### config.mk
export PLATFORM = sky130hd
export DESIGN_NAME = i2c_slave_serial_port
export DESIGN_NICKNAME = d
export VERILOG_FILES = /design/src/hdl/i2c_slave_pkg.sv /design/src/hdl/i2c_slave_serial_port.sv /design/src/hdl/tx_byte_fifo.sv
export SDC_FILE = /design/constraint.sdc
export NUM_CORES = 1
export LEC_CHECK = 0
export BUFFER_PORTS_ARGS = -buffer_cell sky130_fd_sc_hd__buf_2
export CAP_MARGIN = 10
export CORE_MARGIN = 2
export CORE_UTILIZATION = 65
export CTS_BUF_LIST = sky130_fd_sc_hd__clkbuf_4 sky130_fd_sc_hd__clkbuf_8
export DETAILED_ROUTE_END_ITERATION = 8
export HOLD_SLACK_MARGIN = 0.1
export PLACE_DENSITY_LB_ADDON = 0.25
export SLEW_MARGIN = 20
export SYNTH_ARGS = -nofsm -noshare
export SYNTH_HDL_FRONTEND = slang
export SYNTH_SLANG_ARGS = --single-unit
### constraint.sdc
create_clock -name clk -period 6.4 [get_ports clk]
set_input_delay 0.32 -clock clk [delete_from_list [all_inputs] [get_ports clk]]
set_output_delay 0.32 -clock clk [all_outputs]
set_load 0.02 [all_outputs]
### src/hdl/i2c_slave_pkg.sv
// shared constants for the two-wire slave serial port
package i2c_slave_pkg;

	// ==========================================
	// mode select field codes
	localparam logic [3:0] MODE_SLAVE7 = 4'h6;
	localparam logic [3:0] MODE_SLAVE10 = 4'h7;
	localparam logic [3:0] MODE_FW_MASTER = 4'hB;
	localparam logic [3:0] MODE_SLAVE7_SP = 4'hE;
	localparam logic [3:0] MODE_SLAVE10_SP = 4'hF;

	// ==========================================
	// port_control_reg field positions
	localparam int CTL_WCOL = 7;
	localparam int CTL_OVF = 6;
	localparam int CTL_EN = 5;
	localparam int CTL_CKR = 4;
	localparam logic [7:0] CTL_RESET = 8'h00;

	// ==========================================
	// port_status_reg field positions
	localparam int STA_DATA = 5;
	localparam int STA_STOP = 4;
	localparam int STA_START = 3;
	localparam int STA_RW = 2;
	localparam int STA_UA = 1;
	localparam int STA_BF = 0;

	// ==========================================
	// byte framing
	localparam logic [3:0] BIT_LAST_TX = 4'h7;
	localparam logic [3:0] BIT_FULL = 4'h8;
	localparam logic [3:0] BIT_ZERO = 4'h0;
	localparam logic [4:0] TEN_HI_PATTERN = 5'h1E;
	localparam logic [7:0] BYTE_ZERO = 8'h00;
	localparam int TX_FIFO_DEPTH = 8;
	localparam int BYTE_W = 8;

	// ==========================================
	// types
	typedef enum logic [2:0] {
		ST_IDLE = 3'b000,
		ST_RECV = 3'b001,
		ST_ACK = 3'b010,
		ST_LOAD = 3'b011,
		ST_SEND = 3'b100,
		ST_MACK = 3'b101
	} slave_state_t;

	typedef enum logic [1:0] {
		PH_FIRST = 2'b00,
		PH_LOW = 2'b01,
		PH_DATA = 2'b10
	} addr_phase_t;

endpackage : i2c_slave_pkg

### src/hdl/i2c_slave_serial_port.sv
// two-wire slave serial port: address match, ack, stretch, flags
`timescale 1ns/1ps
module i2c_slave_serial_port
	import i2c_slave_pkg::*;
(
	// clock and reset
	input wire logic clk,
	input wire logic rst_n,
	// bus pins, open drain, enables active low
	input wire logic bus_clock_pin_in,
	output logic bus_clock_pin_out,
	output logic bus_clock_pin_oe_n,
	input wire logic bus_data_pin_in,
	output logic bus_data_pin_out,
	output logic bus_data_pin_oe_n,
	// pin direction bits: [1] data, [0] clock, 1 = input
	input wire logic [1:0] portc_direction,
	// control register write
	input wire logic ctrl_wr,
	input wire logic [7:0] ctrl_wdata,
	output logic [7:0] port_control_reg,
	// status
	output logic [7:0] port_status_reg,
	// own address register write
	input wire logic addr_wr,
	input wire logic [7:0] addr_wdata,
	output logic [7:0] own_address_reg,
	// received byte buffer
	input wire logic buf_rd,
	output logic [7:0] transfer_buffer,
	// transmit byte queue
	input wire logic tx_valid,
	output logic tx_ready,
	input wire logic [7:0] tx_data,
	// interrupt flag
	input wire logic irq_clr,
	output logic port_irq_flag
);
	// ==========================================
	// declarations
	logic [7:0] ctl_reg;
	logic [7:0] addr_reg;
	logic [7:0] buf_reg;
	logic [7:0] shift_register;
	logic irq_reg;
	logic bf_reg;
	logic ua_reg;
	logic rw_reg;
	logic data_reg;
	logic start_reg;
	logic stop_reg;
	logic ack_reg;
	logic xmit_reg;
	logic loaded_reg;
	logic tenbit_ok_reg;
	logic [3:0] cnt_reg;
	slave_state_t state_reg;
	addr_phase_t phase_reg;
	logic scl_s1, scl_s2, scl_s3;
	logic sda_s1, sda_s2, sda_s3;
	logic scl_rise, scl_fall, start_ev, stop_ev;
	logic en, mode_ok, slave_on, ten_mode, sp_irq;
	logic full, match_hi, match_lo, byte_done;
	logic fifo_valid, fifo_pop;
	logic [7:0] fifo_data;
	logic ov_set, ckr_clr, irq_set, bf_set, ua_set, rw_clr;
	logic scl_hold, sda_low;
	logic tx_end;

	// ==========================================
	// mode decode
	assign en = ctl_reg[CTL_EN];
	always_comb begin
		mode_ok = 1'b1;
		slave_on = 1'b1;
		ten_mode = 1'b0;
		sp_irq = 1'b0;
		case (ctl_reg[3:0])
			MODE_SLAVE7: begin
			end
			MODE_SLAVE10: ten_mode = 1'b1;
			MODE_SLAVE7_SP: sp_irq = 1'b1;
			MODE_SLAVE10_SP: begin
				ten_mode = 1'b1;
				sp_irq = 1'b1;
			end
			MODE_FW_MASTER: begin
				slave_on = 1'b0; // slave idle, events only
				sp_irq = 1'b1;
			end
			default: begin
				mode_ok = 1'b0;
				slave_on = 1'b0;
			end
		endcase
	end

	// ==========================================
	// pin synchronisers and edge detection
	always_ff @(posedge clk) begin
		if (!rst_n) begin
			scl_s1 <= 1'b1;
			scl_s2 <= 1'b1;
			scl_s3 <= 1'b1;
			sda_s1 <= 1'b1;
			sda_s2 <= 1'b1;
			sda_s3 <= 1'b1;
		end else begin
			scl_s1 <= bus_clock_pin_in;
			scl_s2 <= scl_s1;
			scl_s3 <= scl_s2;
			sda_s1 <= bus_data_pin_in;
			sda_s2 <= sda_s1;
			sda_s3 <= sda_s2;
		end
	end

	assign scl_rise = scl_s2 & ~scl_s3;
	assign scl_fall = ~scl_s2 & scl_s3;
	// data moving while clock stays high marks start or stop
	assign start_ev = en & mode_ok & scl_s2 & scl_s3 & ~sda_s2 & sda_s3;
	assign stop_ev = en & mode_ok & scl_s2 & scl_s3 & sda_s2 & ~sda_s3;

	// ==========================================
	// byte decisions
	assign full = bf_reg | ctl_reg[CTL_OVF];
	assign match_hi = (shift_register[7:1] == addr_reg[7:1]);
	assign match_lo = (shift_register == addr_reg);
	assign byte_done = (state_reg == ST_RECV) & scl_fall & (cnt_reg == BIT_FULL);
	assign fifo_pop = (state_reg == ST_LOAD) & ~loaded_reg;

	// ==========================================
	// slave sequencer
	always_ff @(posedge clk) begin
		ov_set <= 1'b0;
		ckr_clr <= 1'b0;
		irq_set <= 1'b0;
		bf_set <= 1'b0;
		ua_set <= 1'b0;
		rw_clr <= 1'b0;
		tx_end <= 1'b0;
		if (!rst_n || !en || !slave_on) begin
			state_reg <= ST_IDLE;
			phase_reg <= PH_FIRST;
			cnt_reg <= BIT_ZERO;
			shift_register <= BYTE_ZERO;
			buf_reg <= BYTE_ZERO;
			ack_reg <= 1'b0;
			xmit_reg <= 1'b0;
			loaded_reg <= 1'b0;
			tenbit_ok_reg <= 1'b0;
			rw_reg <= 1'b0;
			data_reg <= 1'b0;
		end else if (stop_ev) begin
			state_reg <= ST_IDLE;
			tenbit_ok_reg <= 1'b0;
			rw_clr <= 1'b1;
			rw_reg <= 1'b0;
		end else if (start_ev) begin
			state_reg <= ST_RECV;
			phase_reg <= PH_FIRST;
			cnt_reg <= BIT_ZERO;
			ack_reg <= 1'b0;
			rw_clr <= 1'b1;
			rw_reg <= 1'b0;
		end else begin
			case (state_reg)
				ST_RECV: begin
					if (scl_rise && cnt_reg != BIT_FULL) begin
						// sample on rising clock edge
						shift_register <= {shift_register[6:0], sda_s2};
						cnt_reg <= cnt_reg + 1'b1;
					end else if (byte_done) begin
						state_reg <= ST_ACK;
						xmit_reg <= 1'b0;
						ack_reg <= 1'b0;
						case (phase_reg)
							PH_FIRST: begin
								if (match_hi && (!ten_mode ||
								    (shift_register[7:3] == TEN_HI_PATTERN &&
								     (!shift_register[0] || tenbit_ok_reg)))) begin
									ack_reg <= ~full;
									data_reg <= 1'b0;
									rw_reg <= shift_register[0];
									xmit_reg <= shift_register[0];
									if (!full) begin
										buf_reg <= shift_register;
										bf_set <= 1'b1;
									end else begin
										ov_set <= bf_reg;
									end
									if (ten_mode && !shift_register[0]) begin
										phase_reg <= PH_LOW;
										ua_set <= ~full;
									end else begin
										phase_reg <= PH_DATA;
									end
								end else begin
									state_reg <= ST_IDLE;
								end
							end
							PH_LOW: begin
								if (match_lo) begin
									ack_reg <= ~full;
									if (!full) begin
										buf_reg <= shift_register;
										bf_set <= 1'b1;
										ua_set <= 1'b1;
									end else begin
										ov_set <= bf_reg;
									end
									tenbit_ok_reg <= 1'b1;
									phase_reg <= PH_DATA;
								end else begin
									state_reg <= ST_IDLE;
								end
							end
							default: begin
								data_reg <= 1'b1;
								ack_reg <= ~full;
								if (!full) begin
									buf_reg <= shift_register;
									bf_set <= 1'b1;
								end else begin
									ov_set <= 1'b1;
								end
							end
						endcase
					end
				end
				ST_ACK: begin
					if (scl_fall) begin
						// ninth falling edge ends the ack bit
						ack_reg <= 1'b0;
						irq_set <= 1'b1;
						cnt_reg <= BIT_ZERO;
						if (xmit_reg && ack_reg) begin
							state_reg <= ST_LOAD;
							loaded_reg <= 1'b0;
							ckr_clr <= 1'b1;
						end else if (ack_reg ||
						    (phase_reg == PH_DATA && !xmit_reg)) begin
							// acked byte or refused write byte: stay addressed, next byte irqs
							state_reg <= ST_RECV;
						end else begin
							state_reg <= ST_IDLE;
						end
					end
				end
				ST_LOAD: begin
					if (fifo_pop && fifo_valid) begin
						shift_register <= fifo_data;
						buf_reg <= fifo_data;
						bf_set <= 1'b1;
						loaded_reg <= 1'b1;
					end else if (loaded_reg && ctl_reg[CTL_CKR]) begin
						state_reg <= ST_SEND;
					end
				end
				ST_SEND: begin
					if (scl_fall) begin
						// next bit appears while clock is low
						shift_register <= {shift_register[6:0], 1'b1};
						cnt_reg <= cnt_reg + 1'b1;
						if (cnt_reg == BIT_LAST_TX) begin
							state_reg <= ST_MACK;
						end
					end
				end
				ST_MACK: begin
					// count is full on entry; zero marks an ack seen
					if (scl_rise && cnt_reg == BIT_FULL) begin
						if (sda_s2) begin
							// not acknowledged: slave logic resets
							state_reg <= ST_IDLE;
							rw_clr <= 1'b1;
							rw_reg <= 1'b0;
							tx_end <= 1'b1;
							data_reg <= 1'b0;
						end else begin
							cnt_reg <= BIT_ZERO;
						end
					end else if (scl_fall && cnt_reg == BIT_ZERO) begin
						irq_set <= 1'b1;
						rw_clr <= 1'b1;
						rw_reg <= 1'b0;
						loaded_reg <= 1'b0;
						ckr_clr <= 1'b1;
						state_reg <= ST_LOAD;
					end
				end
				default: begin
					state_reg <= ST_IDLE;
				end
			endcase
		end
	end

	// ==========================================
	// control register: software writes, hardware sets win
	always_ff @(posedge clk) begin
		if (!rst_n) begin
			ctl_reg <= CTL_RESET;
		end else begin
			if (ctrl_wr) begin
				ctl_reg <= ctrl_wdata;
			end else if (ckr_clr) begin
				ctl_reg[CTL_CKR] <= 1'b0;
			end
			if (ov_set) begin
				ctl_reg[CTL_OVF] <= 1'b1;
			end
			if (tx_valid && !tx_ready) begin
				ctl_reg[CTL_WCOL] <= 1'b1;
			end
		end
	end

	// ==========================================
	// own address register
	always_ff @(posedge clk) begin
		if (!rst_n) begin
			addr_reg <= BYTE_ZERO;
		end else if (addr_wr) begin
			addr_reg <= addr_wdata;
		end
	end

	// ==========================================
	// buffer full and update address flags
	always_ff @(posedge clk) begin
		if (!rst_n || !en) begin
			bf_reg <= 1'b0;
			ua_reg <= 1'b0;
		end else begin
			if (bf_set) begin
				bf_reg <= 1'b1;
			end else if (buf_rd || tx_end) begin
				bf_reg <= 1'b0;
			end
			if (ua_set) begin
				ua_reg <= 1'b1;
			end else if (addr_wr) begin
				ua_reg <= 1'b0;
			end
		end
	end

	// ==========================================
	// start/stop status and interrupt flag
	always_ff @(posedge clk) begin
		if (!rst_n || !en) begin
			start_reg <= 1'b0;
			stop_reg <= 1'b0;
			irq_reg <= 1'b0;
		end else begin
			if (start_ev) begin
				start_reg <= 1'b1;
				stop_reg <= 1'b0;
			end else if (stop_ev) begin
				start_reg <= 1'b0;
				stop_reg <= 1'b1;
			end
			// set wins over a clear in the same cycle
			if (irq_set || (sp_irq && (start_ev || stop_ev))) begin
				irq_reg <= 1'b1;
			end else if (irq_clr) begin
				irq_reg <= 1'b0;
			end
		end
	end

	// ==========================================
	// transmit queue
	tx_byte_fifo #(
		.WIDTH(BYTE_W),
		.DEPTH(TX_FIFO_DEPTH)
	) u_tx_fifo (
		.clk(clk),
		.rst_n(rst_n),
		.flush(~en),
		.in_valid(tx_valid),
		.in_ready(tx_ready),
		.in_data(tx_data),
		.out_valid(fifo_valid),
		.out_ready(fifo_pop),
		.out_data(fifo_data)
	);

	// ==========================================
	// open-drain pin control
	// stretch covers both the reload wait and the 10-bit address update
	// update-address stretch waits until the ack bit has clocked out
	assign scl_hold = (state_reg == ST_LOAD) |
		ua_reg & (state_reg != ST_ACK);
	assign sda_low = ack_reg & (state_reg == ST_ACK) |
		(state_reg == ST_SEND) & ~shift_register[7];
	assign bus_clock_pin_out = 1'b0;
	assign bus_data_pin_out = 1'b0;
	assign bus_clock_pin_oe_n = ~(en & slave_on & portc_direction[0] & scl_hold);
	assign bus_data_pin_oe_n = ~(en & slave_on & portc_direction[1] & sda_low);

	// ==========================================
	// register views
	assign port_control_reg = ctl_reg;
	assign own_address_reg = addr_reg;
	assign transfer_buffer = buf_reg;
	assign port_irq_flag = irq_reg;
	assign port_status_reg = {2'b00, data_reg, stop_reg, start_reg,
		rw_reg & ~rw_clr, ua_reg, bf_reg};

endmodule : i2c_slave_serial_port

### src/hdl/tx_byte_fifo.sv
// small synchronous fifo holding bytes queued for transmission
`timescale 1ns/1ps
module tx_byte_fifo #(
	parameter int WIDTH = 8,
	parameter int DEPTH = 8
) (
	// clock and reset
	input wire logic clk,
	input wire logic rst_n,
	input wire logic flush,
	// filling side
	input wire logic in_valid,
	output logic in_ready,
	input wire logic [WIDTH-1:0] in_data,
	// draining side
	output logic out_valid,
	input wire logic out_ready,
	output logic [WIDTH-1:0] out_data
);
	localparam int AW = $clog2(DEPTH);

	logic [WIDTH-1:0] mem [DEPTH];
	logic [AW-1:0] wr_ptr_reg;
	logic [AW-1:0] rd_ptr_reg;
	logic [AW:0] count_reg;
	logic push;
	logic pop;

	assign in_ready = (count_reg != (AW+1)'(DEPTH));
	assign out_valid = (count_reg != '0);
	assign out_data = mem[rd_ptr_reg];
	assign push = in_valid & in_ready;
	assign pop = out_valid & out_ready;

	// ==========================================
	// storage
	always_ff @(posedge clk) begin
		if (push) begin
			mem[wr_ptr_reg] <= in_data;
		end
	end

	// ==========================================
	// pointers and fill level
	always_ff @(posedge clk) begin
		if (!rst_n || flush) begin
			wr_ptr_reg <= '0;
			rd_ptr_reg <= '0;
			count_reg <= '0;
		end else begin
			if (push) begin
				wr_ptr_reg <= (wr_ptr_reg == AW'(DEPTH-1)) ? '0 : wr_ptr_reg + 1'b1;
			end
			if (pop) begin
				rd_ptr_reg <= (rd_ptr_reg == AW'(DEPTH-1)) ? '0 : rd_ptr_reg + 1'b1;
			end
			if (push && !pop) begin
				count_reg <= count_reg + 1'b1;
			end else if (pop && !push) begin
				count_reg <= count_reg - 1'b1;
			end
		end
	end

endmodule : tx_byte_fifo

# Word-level counts from Yosys, hierarchy flattened
# Memories as Yosys holds them, arrays and structs flattened. A register that Yosys moved wholly into a read port is not among the register bits.
# Cells that the tools add are included.
# word_totals
reg_bits	75
ramBits	64
out_inout_bits	38
n_memories	1
inputBits	35
# op_classes
n_reduce_logical	73
mux	125
bitwise	44
addsub	5
n_eq_ne	58
# mem_list
name	depth	width	read_ports	rd_clocked_by_memory_dff	write_ports	line	source
u_tx_fifo.mem	8	8	1	1	1	tx_byte_fifo.sv:22	logic [WIDTH-1:0] mem [DEPTH];
# ops
operator	count
1-bit 2-to-1 mux	65
8-bit 2-to-1 mux	8
3-bit 2-to-1 mux	15
3-bit inequality test, second input constant	15
4-bit 2-to-1 mux	8
8-bit case mux with 2 select lines	2
2-bit inequality test, second input constant	15
9-bit AND reduction	3
8-bit case mux with 3 select lines	1
2-bit nonzero test	12
1-bit bitwise AND	23
1-bit case mux with 2 select lines	11
7-bit AND reduction	3
2-bit 2-to-1 mux	10
1-bit inverter	18
4-bit == test, second input constant	4
4-bit inequality test, second input constant	4
4-bit case mux with 4 select lines	1
8-bit AND reduction	2
3-bit case mux with 5 select lines	1
1-bit logical AND	14
3-bit == test, second input constant	4
4-bit by 3-bit == test with 1-bit output, second input constant	3
6-bit AND reduction	2
other kinds (28)	61

# Logic depth before layout (Yosys ltp)
# Gate-level depths: netlist of the first run.
# depth
depth_word	12
depth_mapped	12

# By module
# A second synthesis of the first run with hierarchy kept.
# unflattened
cells_unflattened	570
hier_area_um2	6510.0
# modules_own_cells
mod	seq_area_each_um2	area_per_inst_um2	cells_per_inst	n_inst
i2c_slave_serial_port	1301.2	3372.0	400	1
tx_byte_fifo	2182.1	3138.0	170	1

# Worst setup path before layout of the first run
# Ideal clock, no wire load.
# synth_path
path_type	flip-flop to flip-flop
startpoint	register u_tx_fifo.count_reg[1]
endpoint	register u_tx_fifo.count_reg[3]
setup_ps	70
synth_period_minus_slack_ps	2664
required_ps	6330
arrival_time_ps	2594
path_buffers	0
slack_ps	3736
path_stages_with_launch	13
cell_sequence	dfxtp_1 nor3_1 nand2_1 nand2_1 inv_1 ha_1 inv_1 ha_1 a21o_1 a21oi_1 xnor2_1 or3_1 a21oi_1
# synth_between
elab_chain_cells	5
word_cells_on_any_way	13
cone_classes	add/sub (2); eq/ne (1); mux (2); bitwise (2); reduce/logical (6)
# synth_lines
item	line	source
start, declared	tx_byte_fifo.sv:25	logic [AW:0] count_reg;
start signal, assigned	tx_byte_fifo.sv:58	count_reg <= count_reg + 1'b1;
start signal, assigned	tx_byte_fifo.sv:60	count_reg <= count_reg - 1'b1;
4-bit inequality test *	tx_byte_fifo.sv:29	assign in_ready = (count_reg != (AW+1)'(DEPTH));
named net tx_ready	i2c_slave_serial_port.sv:33	output logic tx_ready,
1-bit bitwise AND *	tx_byte_fifo.sv:32	assign push = in_valid & in_ready;
named net u_tx_fifo.push	tx_byte_fifo.sv:26	logic push;
1-bit logical NOT	tx_byte_fifo.sv:59	end else if (pop && !push) begin
1-bit logical AND	tx_byte_fifo.sv:59	
2-bit nonzero test (no source line)	-	
# Mark *: on every way through the listed nets, which the timed path passes. The rest lies on a longest branch. The select of a mux whose other input is x is not followed.
# A chain may end at the register's enable or synchronous reset.

# Final worst setup path of the first run
# layout_path
startpoint	register state_reg[0]
endpoint	register u_tx_fifo.count_reg[3]
# layout_between
elab_chain_cells	6
word_cells_on_any_way	8
cone_classes	eq/ne (1); mux (1); bitwise (2); reduce/logical (4)
# layout_lines
item	line	source
start, declared	i2c_slave_serial_port.sv:57	slave_state_t state_reg;
start signal, assigned	i2c_slave_serial_port.sv:143	state_reg <= ST_IDLE;
start signal, assigned	i2c_slave_serial_port.sv:155	state_reg <= ST_IDLE;
start signal, assigned	i2c_slave_serial_port.sv:160	state_reg <= ST_RECV;
3-bit by 2-bit == test with 1-bit output *	i2c_slave_serial_port.sv:130	assign fifo_pop = (state_reg == ST_LOAD) & ~loaded_reg;
1-bit bitwise AND *	i2c_slave_serial_port.sv:130	
1-bit bitwise AND *	tx_byte_fifo.sv:33	assign pop = out_valid & out_ready;
1-bit logical NOT	tx_byte_fifo.sv:57	if (push && !pop) begin
1-bit logical AND	tx_byte_fifo.sv:57	
4-bit 2-to-1 mux / 2-bit nonzero test (equally long branches)	-	
# Every way passes the cells marked *; elsewhere a longest branch is shown, timed or not.

==> results of run 1 <==
==> critical path, cell delays in order (launching register included) <==
cell	delay [ps]
dfxtp_1	680
and3b_1	560
nand2_1	310
ha_1	320
inv_1	150
ha_1	270
a21o_1	200
a21oi_1	180
xnor2_1	90
or3_1	320
a21oi_1	170
==> cells in the mapped netlist, drive strengths merged, types with 7 or more instances <==
cell type  instances
mux2i             21
nor2              44
nand3             14
nor3b              8
dfxtp             78
buf               19
nor2b             18
nand2b            16
xor2               9
a21o               7
and3               7
inv               16
ha                10
clkbuf            13
o21ai             13
nand2             47
a21oi             40
a211oi             8
nor3              19
mux4              16
edfxtp            64
==> layout make-up <==
cell class,count,area [um^2],area share
sequential,142,3485,0.4851
multi-input combinational,373,2646,0.3684
timing repair buffer,78,420.4,0.05853
inverter,16,60.06,0.008361
tap,133,166.4,0.02317
clock inverter,15,171.4,0.02386
clock buffer,17,234.0,0.03257
==> worst paths after layout <==
| kind | start | to | slack (ps) | cells past startpoint |
|---|---|---|---|---|
| max | state_reg[0] | u_tx_fifo.count_reg[3] | 3070 | 10 |
| min | addr_wdata[2] | own_address_reg[2] | 140 | 3 |
| max reg2reg | state_reg[0] | u_tx_fifo.count_reg[3] | 3070 | 10 |
| min reg2reg | sda_s1 | sda_s2 | 430 | 1 |
==> timing repair <==
action	4_1_cts	5_1_grt
hold buffers	2	0
endpoints found under the hold margin	2	0
gates resized for setup	0	0
==> through the flow <==
step | power [uW] | util
floorplan | 1041 | -
global route | 1841 | 0.7452
global placement | 1070 | 0.7009
finish | 1782 | 0.7452
CTS | 1788 | 0.7451
detailed placement | 1074 | 0.7009
==> per-layer routing <==
| layer | vias to the layer above | share of wire | global-route usage |
|---|---|---|---|
| met5 | - | 0 | 0 |
| met2 | 205 | 0.51 | 0.5090 |
| met4 | 0 | 0.024 | 0.09413 |
| li1 | 2195 | - | - |
| met1 | 2216 | 0.39 | 0.3892 |
| met3 | 40 | 0.073 | 0.07729 |
==> report_power, final <==
part	switching, uW	internal [uW]
registers	11.2	958
logic	52.2	35.1
clock network	396	330
==> kinds of logic (layout without fill, tap and decap cells) <==
kind of cell,count (synthesis),after routing
XOR/XNOR,12,12
flip-flops,142,142
AO/OA/AOI/OAI,104,104
other,1,4
adder cells (fa/ha/maj),11,11
buffers and inverters,48,126
multiplexers,38,38
AND/OR/NAND/NOR,204,204
==> flow_summary.json, run 1 <==
{
  "run_status": "complete, no violations",
  "antenna_found_initial": 0,
  "layout-drive-gt1-share": 0.2262,
  "wl_um": 15060,
  "layout_common_cells": "77 x dfxtp_1, 68 x buf_2, 64 x edfxtp_1",
  "synthMuxAreaShare": 0.09154,
  "setup_viol": 0,
  "preCtsSetupSlack_ps": 3222,
  "leakage_uw": 0.002614,
  "synth_flop_cell": "dfxtp_1",
  "num_antenna_cells": 0,
  "drc": 0,
  "synth_cells": 560,
  "via_per_inst": 6.016,
  "max_freq_ghz": 0.2999,
  "synth_fa_ha_area_frac": 0.02283,
  "cts_tree": "done",
  "core_area_mm2": 0.009639,
  "setup_slack_ps": 3066,
  "cp_data_arrival_time_ps": 3700,
  "io_pins": 73,
  "synth_compound_area_frac": 0.1079,
  "start_util": 0.6594,
  "cts_buffers": 17,
  "final_common_cell": "dfxtp_1",
  "post-cts-setup-buffers": 0,
  "cp.required_ps": 6760,
  "top_register": "u_tx_fifo.mem",
  "ys_seq_area_frac": 0.5480,
  "place_congestion": 0.9303,
  "finalHoldWorstSlack_ps": 140.1,
  "tns_ps": 0,
  "tightest_slew_ps": 957.8,
  "synth-simple-area-share": 0.1752,
  "grt_pass1_wl_um": 23560,
  "route.vias.total": 4656,
  "finClkSkew_ps": 8.119,
  "finalNonFillerCells": 774,
  "cts-root-buf": "clkbuf_8",
  "largest_register_ffs": 64,
  "grt_setup_unrepaired": "no",
  "p_per_area_mw_per_mm2": 248.1,
  "rows": 36,
  "fill_cells": 696,
  "clkTransAtPathRegs_ps": 90,
  "insertion_delay_ps": 440,
  "drtIter0Drc": 324,
  "placedCellCount": 740,
  "start_kind": "flop",
  "synthDistinctLibCells": 75,
  "ys_ff_latch": 142,
  "yosysWarnings": 0,
  "finalCritPeriodShare": 0.5210,
  "dieArea_mm2": 0.01059,
  "fin_area_mm2": 0.007183,
  "place_area_mm2": 0.006756,
  "hold_violations": 0,
  "synth.area.top_cells": "edfxtp_1 30%, dfxtp_1 25%, mux4_2 5.7%",
  "layout_min_cycle_time_ps": 3334,
  "port_buffers": 68,
  "synth_area_mm2": 0.006356,
  "vdd_drop_max_v": 0.0001869,
  "die_w_um": 102.9,
  "drv_slew": 0,
  "max_cap_viol_count": 0,
  "wl_per_cell_um": 19.46,
  "synth-xor-area-share": 0.01654,
  "antenna_left": 0,
  "synth_top_family_by_area": "simple AND/OR/NAND/NOR gates",
  "clock-sinks": 142,
  "synth_top_area_share": 0.3024,
  "grt.total_usage": 0.3031,
  "grt_start_max_net_pins": 25,
  "h-tree-depth": 4,
  "first_pass_iters": 5,
  "die_y_um": 102.9,
  "hpwlAfterDp_um": 10490,
  "hp-class": "in -> reg",
  "critPathMaxFanout": 18,
  "cp-end-kind": "flop",
  "yosysTopAreaCell": "edfxtp_1",
  "syn2layout_area_growth_pct": 13.01,
  "layout.nets": 674,
  "synth_edf_count": 64,
  "overflow": 0,
  "avgSynthCellArea_um2": 11.35,
  "clockBufferDepth": 2,
  "synthArstFlopShare": 0,
  "grt_pass1_vias": 4573,
  "slew_headroom": 0.3603,
  "crit_type": "reg -> reg"
}
Power figures use the tool's default switching activity.
==> inputs of run 2 (changes only) <==
CORE_UTILIZATION = 55   (was 65)
clock period = 3 ns   (was 6.4 ns; I/O delays follow)
==> flow_summary.json, run 2 (same netlist as run 1, synthesis figures left out) <==
{
  "wl_um": 14950,
  "overflow": 0,
  "dieArea_mm2": 0.01243,
  "leakage_uw": 0.002831,
  "start_kind": "flop",
  "final_common_cell": "dfxtp_1",
  "num_antenna_cells": 0,
  "antenna_left": 0,
  "slew_headroom": 0.5697,
  "layout-drive-gt1-share": 0.2292,
  "max_freq_ghz": 0.3771,
  "setup_viol": 0,
  "run_status": "complete, no violations",
  "cp_num_buf_inv": 1,
  "critPathMaxFanout": 7,
  "h-tree-depth": 4,
  "route.vias.total": 4799,
  "clkTransAtPathRegs_ps": 80,
  "syn2layout_area_growth_pct": 20.37,
  "die_w_um": 111.5,
  "drtIter0Drc": 285,
  "grt.total_usage": 0.2486,
  "place_congestion": 0.9499,
  "grt_pass1_vias": 4852,
  "clock-sinks": 142,
  "vdd_drop_max_v": 0.0003830,
  "cp_data_arrival_time_ps": 3030,
  "max_cap_viol_count": 0,
  "start_util": 0.5590,
  "cp-end-kind": "flop",
  "tightest_slew_ps": 639.6,
  "cts_tree": "done",
  "die_y_um": 111.5,
  "layout.nets": 718,
  "crit_chain": "nor3_1 > a21oi_1 > nand2_1 > ha_1 > inv_1 > ha_1 > a21o_1 > a21oi_1 > xnor2_1 > or3_1 > a21oi_1",
  "slowest_stage": "dfxtp_1",
  "crit_type": "reg -> reg",
  "critPathTopFamily": "compound AO/OA/AOI/OAI gates",
  "crit_path_frequent_cell": "a21oi_1",
  "fill_cells": 848,
  "top_register": "u_tx_fifo.mem",
  "grt_pass1_wl_um": 24140,
  "p_per_area_mw_per_mm2": 518.2,
  "insertion_delay_ps": 450,
  "rows": 39,
  "hpwlAfterDp_um": 10110,
  "finClkSkew_ps": 12.52,
  "grt_setup_unrepaired": "no",
  "finalHoldWorstSlack_ps": 139.3,
  "port_buffers": 68,
  "layout_common_cells": "78 x dfxtp_1, 68 x buf_2, 64 x edfxtp_1",
  "io_pins": 73,
  "drc": 0,
  "tns_ps": 0,
  "wl_per_cell_um": 18.06,
  "critical_path.max_stage_delay_ps": 420,
  "hold_violations": 0,
  "core_area_mm2": 0.01137,
  "hp-class": "in -> reg",
  "first_pass_iters": 5,
  "layout_min_cycle_time_ps": 2652,
  "largest_register_ffs": 64,
  "drv_slew": 0,
  "antenna_found_initial": 0,
  "cp.required_ps": 3370,
  "cts-root-buf": "clkbuf_8",
  "via_per_inst": 5.796,
  "clockBufferDepth": 2,
  "finalCritPeriodShare": 0.8838,
  "post-cts-setup-buffers": 0,
  "cts_buffers": 17,
  "grt_start_max_net_pins": 25
}
-- run 2: changes by cell type in the layout (fill, tap and decap cells not counted), moves of 2 or more --
cell           change
bufinv_16          +2
buf_4             +12
inv_8              -2
dlygate4sd3_1     +31
-- run 2: layer usage --
metal | wire, um | share of wire | up-vias | track usage
li1 | - | - | 2292 | -
met1 | 6361 | 0.43 | 2295 | 0.3123
met2 | 7292 | 0.49 | 166 | 0.4016
met3 | 816 | 0.055 | 46 | 0.05716
met4 | 479 | 0.032 | 0 | 0.1358
met5 | 0 | 0 | - | 0
-- run 2: cell type report --
class                   instances  area, um^2  share of cell area
flip-flops and latches        142        3483              0.4553
inverters                      16       60.06            0.007850
repair buffers                122       840.8              0.1099
well taps                     143       178.9             0.02339
clock buffers                  18       247.7             0.03238
clock inverters                14       193.9             0.02535
multi-input cells             373        2646              0.3459
-- run 2: report_power, final --
| group | internal (uW) | switching (uW) | total (uW) | leakage [uW] |
|---|---|---|---|---|
| Sequential | 2040 | 22.9 | 2070 | 0.00121 |
| Combinational | 103 | 116 | 219 | 0.00139 |
| Clock | 879 | 801 | 1680 | 0.000225 |
-- run 2: repair_timing --
| action | CTS | global route |
|---|---|---|
| hold buffers | 33 | 0 |
| endpoints found under the hold margin | 88 | 0 |
| gates resized for setup | 0 | 0 |
-- run 2: path summary, 6_finish.rpt --
path	startpoint	endpoint	slack, ps	cells past startpoint
setup / recovery	u_tx_fifo.count_reg[0]	u_tx_fifo.count_reg[3]	350	11
setup reg to reg	u_tx_fifo.count_reg[0]	u_tx_fifo.count_reg[3]	350	11
hold reg to reg	sda_s1	sda_s2	420	1
hold / removal	ctrl_wr	port_control_reg[2]	140	3
-- run 2: tightest hold or removal path, cell delays in order --
cell and delay [ps]:
buf_2 180, mux2i_1 160, nor2b_1 50
-- run 2: through the flow --
stage	area, um^2	worst slack [ps]	total power, uW	instances	utilization
detailed placement	6879	355.6	2292	763	0.6050
global route	7651	107.7	4083	828	0.6729
floorplan	6367	336.2	2220	563	-
finish	7651	348.5	3965	828	0.6729
global placement	6879	525.3	2285	763	0.6050
CTS	7651	338.7	3990	828	0.6729
==> inputs of run 3 (changes only) <==
ABC_AREA = 1   (was default)
==> flow_summary.json, run 3 <==
{
  "crit_chain": "inv_2 > nand3_4 > clkinv_4 > nand3_4 > ha_1 > inv_1 > ha_1 > nand2_1 > nand2_1 > a21oi_1 > o21ai_0 > a21o_1 > a21oi_1 > o21a_1",
  "final_common_cell": "nand2_1",
  "vdd_drop_max_v": 0.0004105,
  "via_per_inst": 5.253,
  "drc": 0,
  "crit_type": "reg -> reg",
  "cts_buffers": 17,
  "setup_slack_ps": 490.1,
  "slowest_stage": "dfxtp_1",
  "rows": 40,
  "dieArea_mm2": 0.01319,
  "synth_fa_ha_area_frac": 0.02147,
  "place_congestion": 0.9341,
  "layout_min_cycle_time_ps": 2510,
  "clock-sinks": 142,
  "layout_common_cells": "253 x nand2_1, 97 x inv_1, 92 x nor2_1",
  "grt.total_usage": 0.2625,
  "drtIter0Drc": 401,
  "hpwlAfterDp_um": 11140,
  "layout.nets": 1001,
  "largest_register_ffs": 64,
  "drv_slew": 0,
  "max_cap_viol_count": 0,
  "layout-drive-gt1-share": 0.1343,
  "grt_start_max_net_pins": 33,
  "synthDistinctLibCells": 46,
  "run_status": "complete, no violations",
  "critPathTopFamily": "compound AO/OA/AOI/OAI gates",
  "die_y_um": 114.9,
  "first_pass_iters": 5,
  "cp-end-kind": "flop",
  "synth-simple-area-share": 0.2858,
  "clockBufferDepth": 2,
  "synthMuxAreaShare": 0,
  "yosysTopAreaCell": "edfxtp_1",
  "synth-xor-area-share": 0.01684,
  "tns_ps": 0,
  "synth_edf_count": 64,
  "port_buffers": 68,
  "tightest_slew_ps": 1020,
  "die_w_um": 114.9,
  "cts_resized": 0,
  "cts-root-buf": "clkbuf_8",
  "yosysWarnings": 0,
  "synthArstFlopShare": 0,
  "synth.area.top_cells": "edfxtp_1 28%, dfxtp_1 23%, nand2_1 14%",
  "cp_num_buf_inv": 3,
  "synth_top_family_by_area": "simple AND/OR/NAND/NOR gates",
  "start_util": 0.5628,
  "hold_violations": 0,
  "grt_setup_unrepaired": "no",
  "ys_ff_latch": 142,
  "p_per_area_mw_per_mm2": 475.8,
  "critPathMaxFanout": 16,
  "overflow": 0,
  "synth_top_area_share": 0.2843,
  "h-tree-depth": 4,
  "hp-class": "in -> reg",
  "num_antenna_cells": 0,
  "antenna_found_initial": 0,
  "start_kind": "flop",
  "cp_data_arrival_time_ps": 2900,
  "ys_seq_area_frac": 0.5153,
  "top_register": "u_tx_fifo.mem",
  "io_pins": 73,
  "wl_um": 16640,
  "fill_cells": 979,
  "cts_tree": "done",
  "leakage_uw": 0.003551,
  "grt_pass1_wl_um": 26660,
  "place_area_mm2": 0.007187,
  "synth_flop_cell": "dfxtp_1",
  "finClkSkew_ps": 20.67,
  "preCtsSetupSlack_ps": 533.7,
  "finalCritPeriodShare": 0.8366,
  "critical_path.max_stage_delay_ps": 460,
  "grt_pass1_vias": 5518,
  "slew_headroom": 0.3194,
  "avgSynthCellArea_um2": 7.991,
  "clkTransAtPathRegs_ps": 90,
  "synth_cells": 846,
  "setup_viol": 0,
  "synth_compound_area_frac": 0.07940,
  "synth_area_mm2": 0.006760,
  "syn2layout_area_growth_pct": 18.29,
  "route.vias.total": 5857,
  "synth_most_common_cell": "nand2_1",
  "synth_common_cells": "253 x nand2_1, 97 x inv_1, 92 x nor2_1",
  "wl_per_cell_um": 14.93,
  "cp.required_ps": 3390,
  "core_area_mm2": 0.01201,
  "fin_area_mm2": 0.007996,
  "insertion_delay_ps": 450,
  "max_freq_ghz": 0.3984,
  "antenna_left": 0
}
-- run 3: per-layer routing --
metal	wire length, um	share of wire	track usage	vias to the layer above
li1	-	-	-	2951
met4	399	0.024	0.1165	0
met2	8183	0.49	0.4392	206
met1	7036	0.42	0.3291	2666
met3	1024	0.062	0.05535	34
met5	0	0	0	-
-- run 3: cell type report --
| cell class | instances | area (um^2) | area share |
|---|---|---|---|
| Inverter | 101 | 384.1 | 0.04804 |
| Timing Repair Buffer | 118 | 823.3 | 0.1030 |
| Sequential cell | 142 | 3483 | 0.4356 |
| Tap cell | 147 | 183.9 | 0.02300 |
| Clock inverter | 13 | 130.1 | 0.01627 |
| Clock buffer | 19 | 249.0 | 0.03114 |
| Multi-Input combinational cell | 575 | 2743 | 0.3430 |
-- run 3: logic make-up after synthesis --
kind of cell	count (synthesis)
other	1
XOR/XNOR	13
AND/OR/NAND/NOR	451
flip-flops	142
AO/OA/AOI/OAI	96
adder cells (fa/ha/maj)	11
buffers and inverters	132
-- run 3: worst register-to-register path: cells and delay by family, from the launching register on --
kind,cells,cell delay (ps)
and+or+nand+nor,4,420
AOI/OAI and AO/OA,5,670
DFF,1,460
adders and majority gates,2,490
buffers and inverters,3,400
-- run 3: final timing paths --
path                                    from                      to  slack, ps  cells past startpoint
worst max register to register  state_reg[2]  u_tx_fifo.count_reg[3]        490                     14
worst max-delay path            state_reg[2]  u_tx_fifo.count_reg[3]        490                     14
worst min register to register        sda_s1                  sda_s2        420                      1
worst min-delay path                 ctrl_wr     port_control_reg[5]        140                      3
-- run 3: what timing repair did --
item | 4_1_cts | 5_1_grt
setup endpoints to repair | 0 | 0
hold buffers | 43 | 0
setup buffers | 0 | 0
endpoints found under the hold margin | 87 | 0
-- run 3: power by group --
group	switching (uW)	internal [uW]
Clock	785	692
Sequential	20.4	2050
Combinational	149	110
-- run 3: metrics by stage --
stage | utilization | hold WS, ps | power (uW) | std cells
finish | 0.6657 | 138.8 | 3804 | 1115
global route | 0.6657 | 136.0 | 3944 | 1115
CTS | 0.6657 | 105.6 | 3811 | 1115
detailed placement | 0.5983 | 348.4 | 2318 | 1040
global placement | 0.5983 | 343.4 | 2315 | 1040
floorplan | - | 248.9 | 2239 | 849
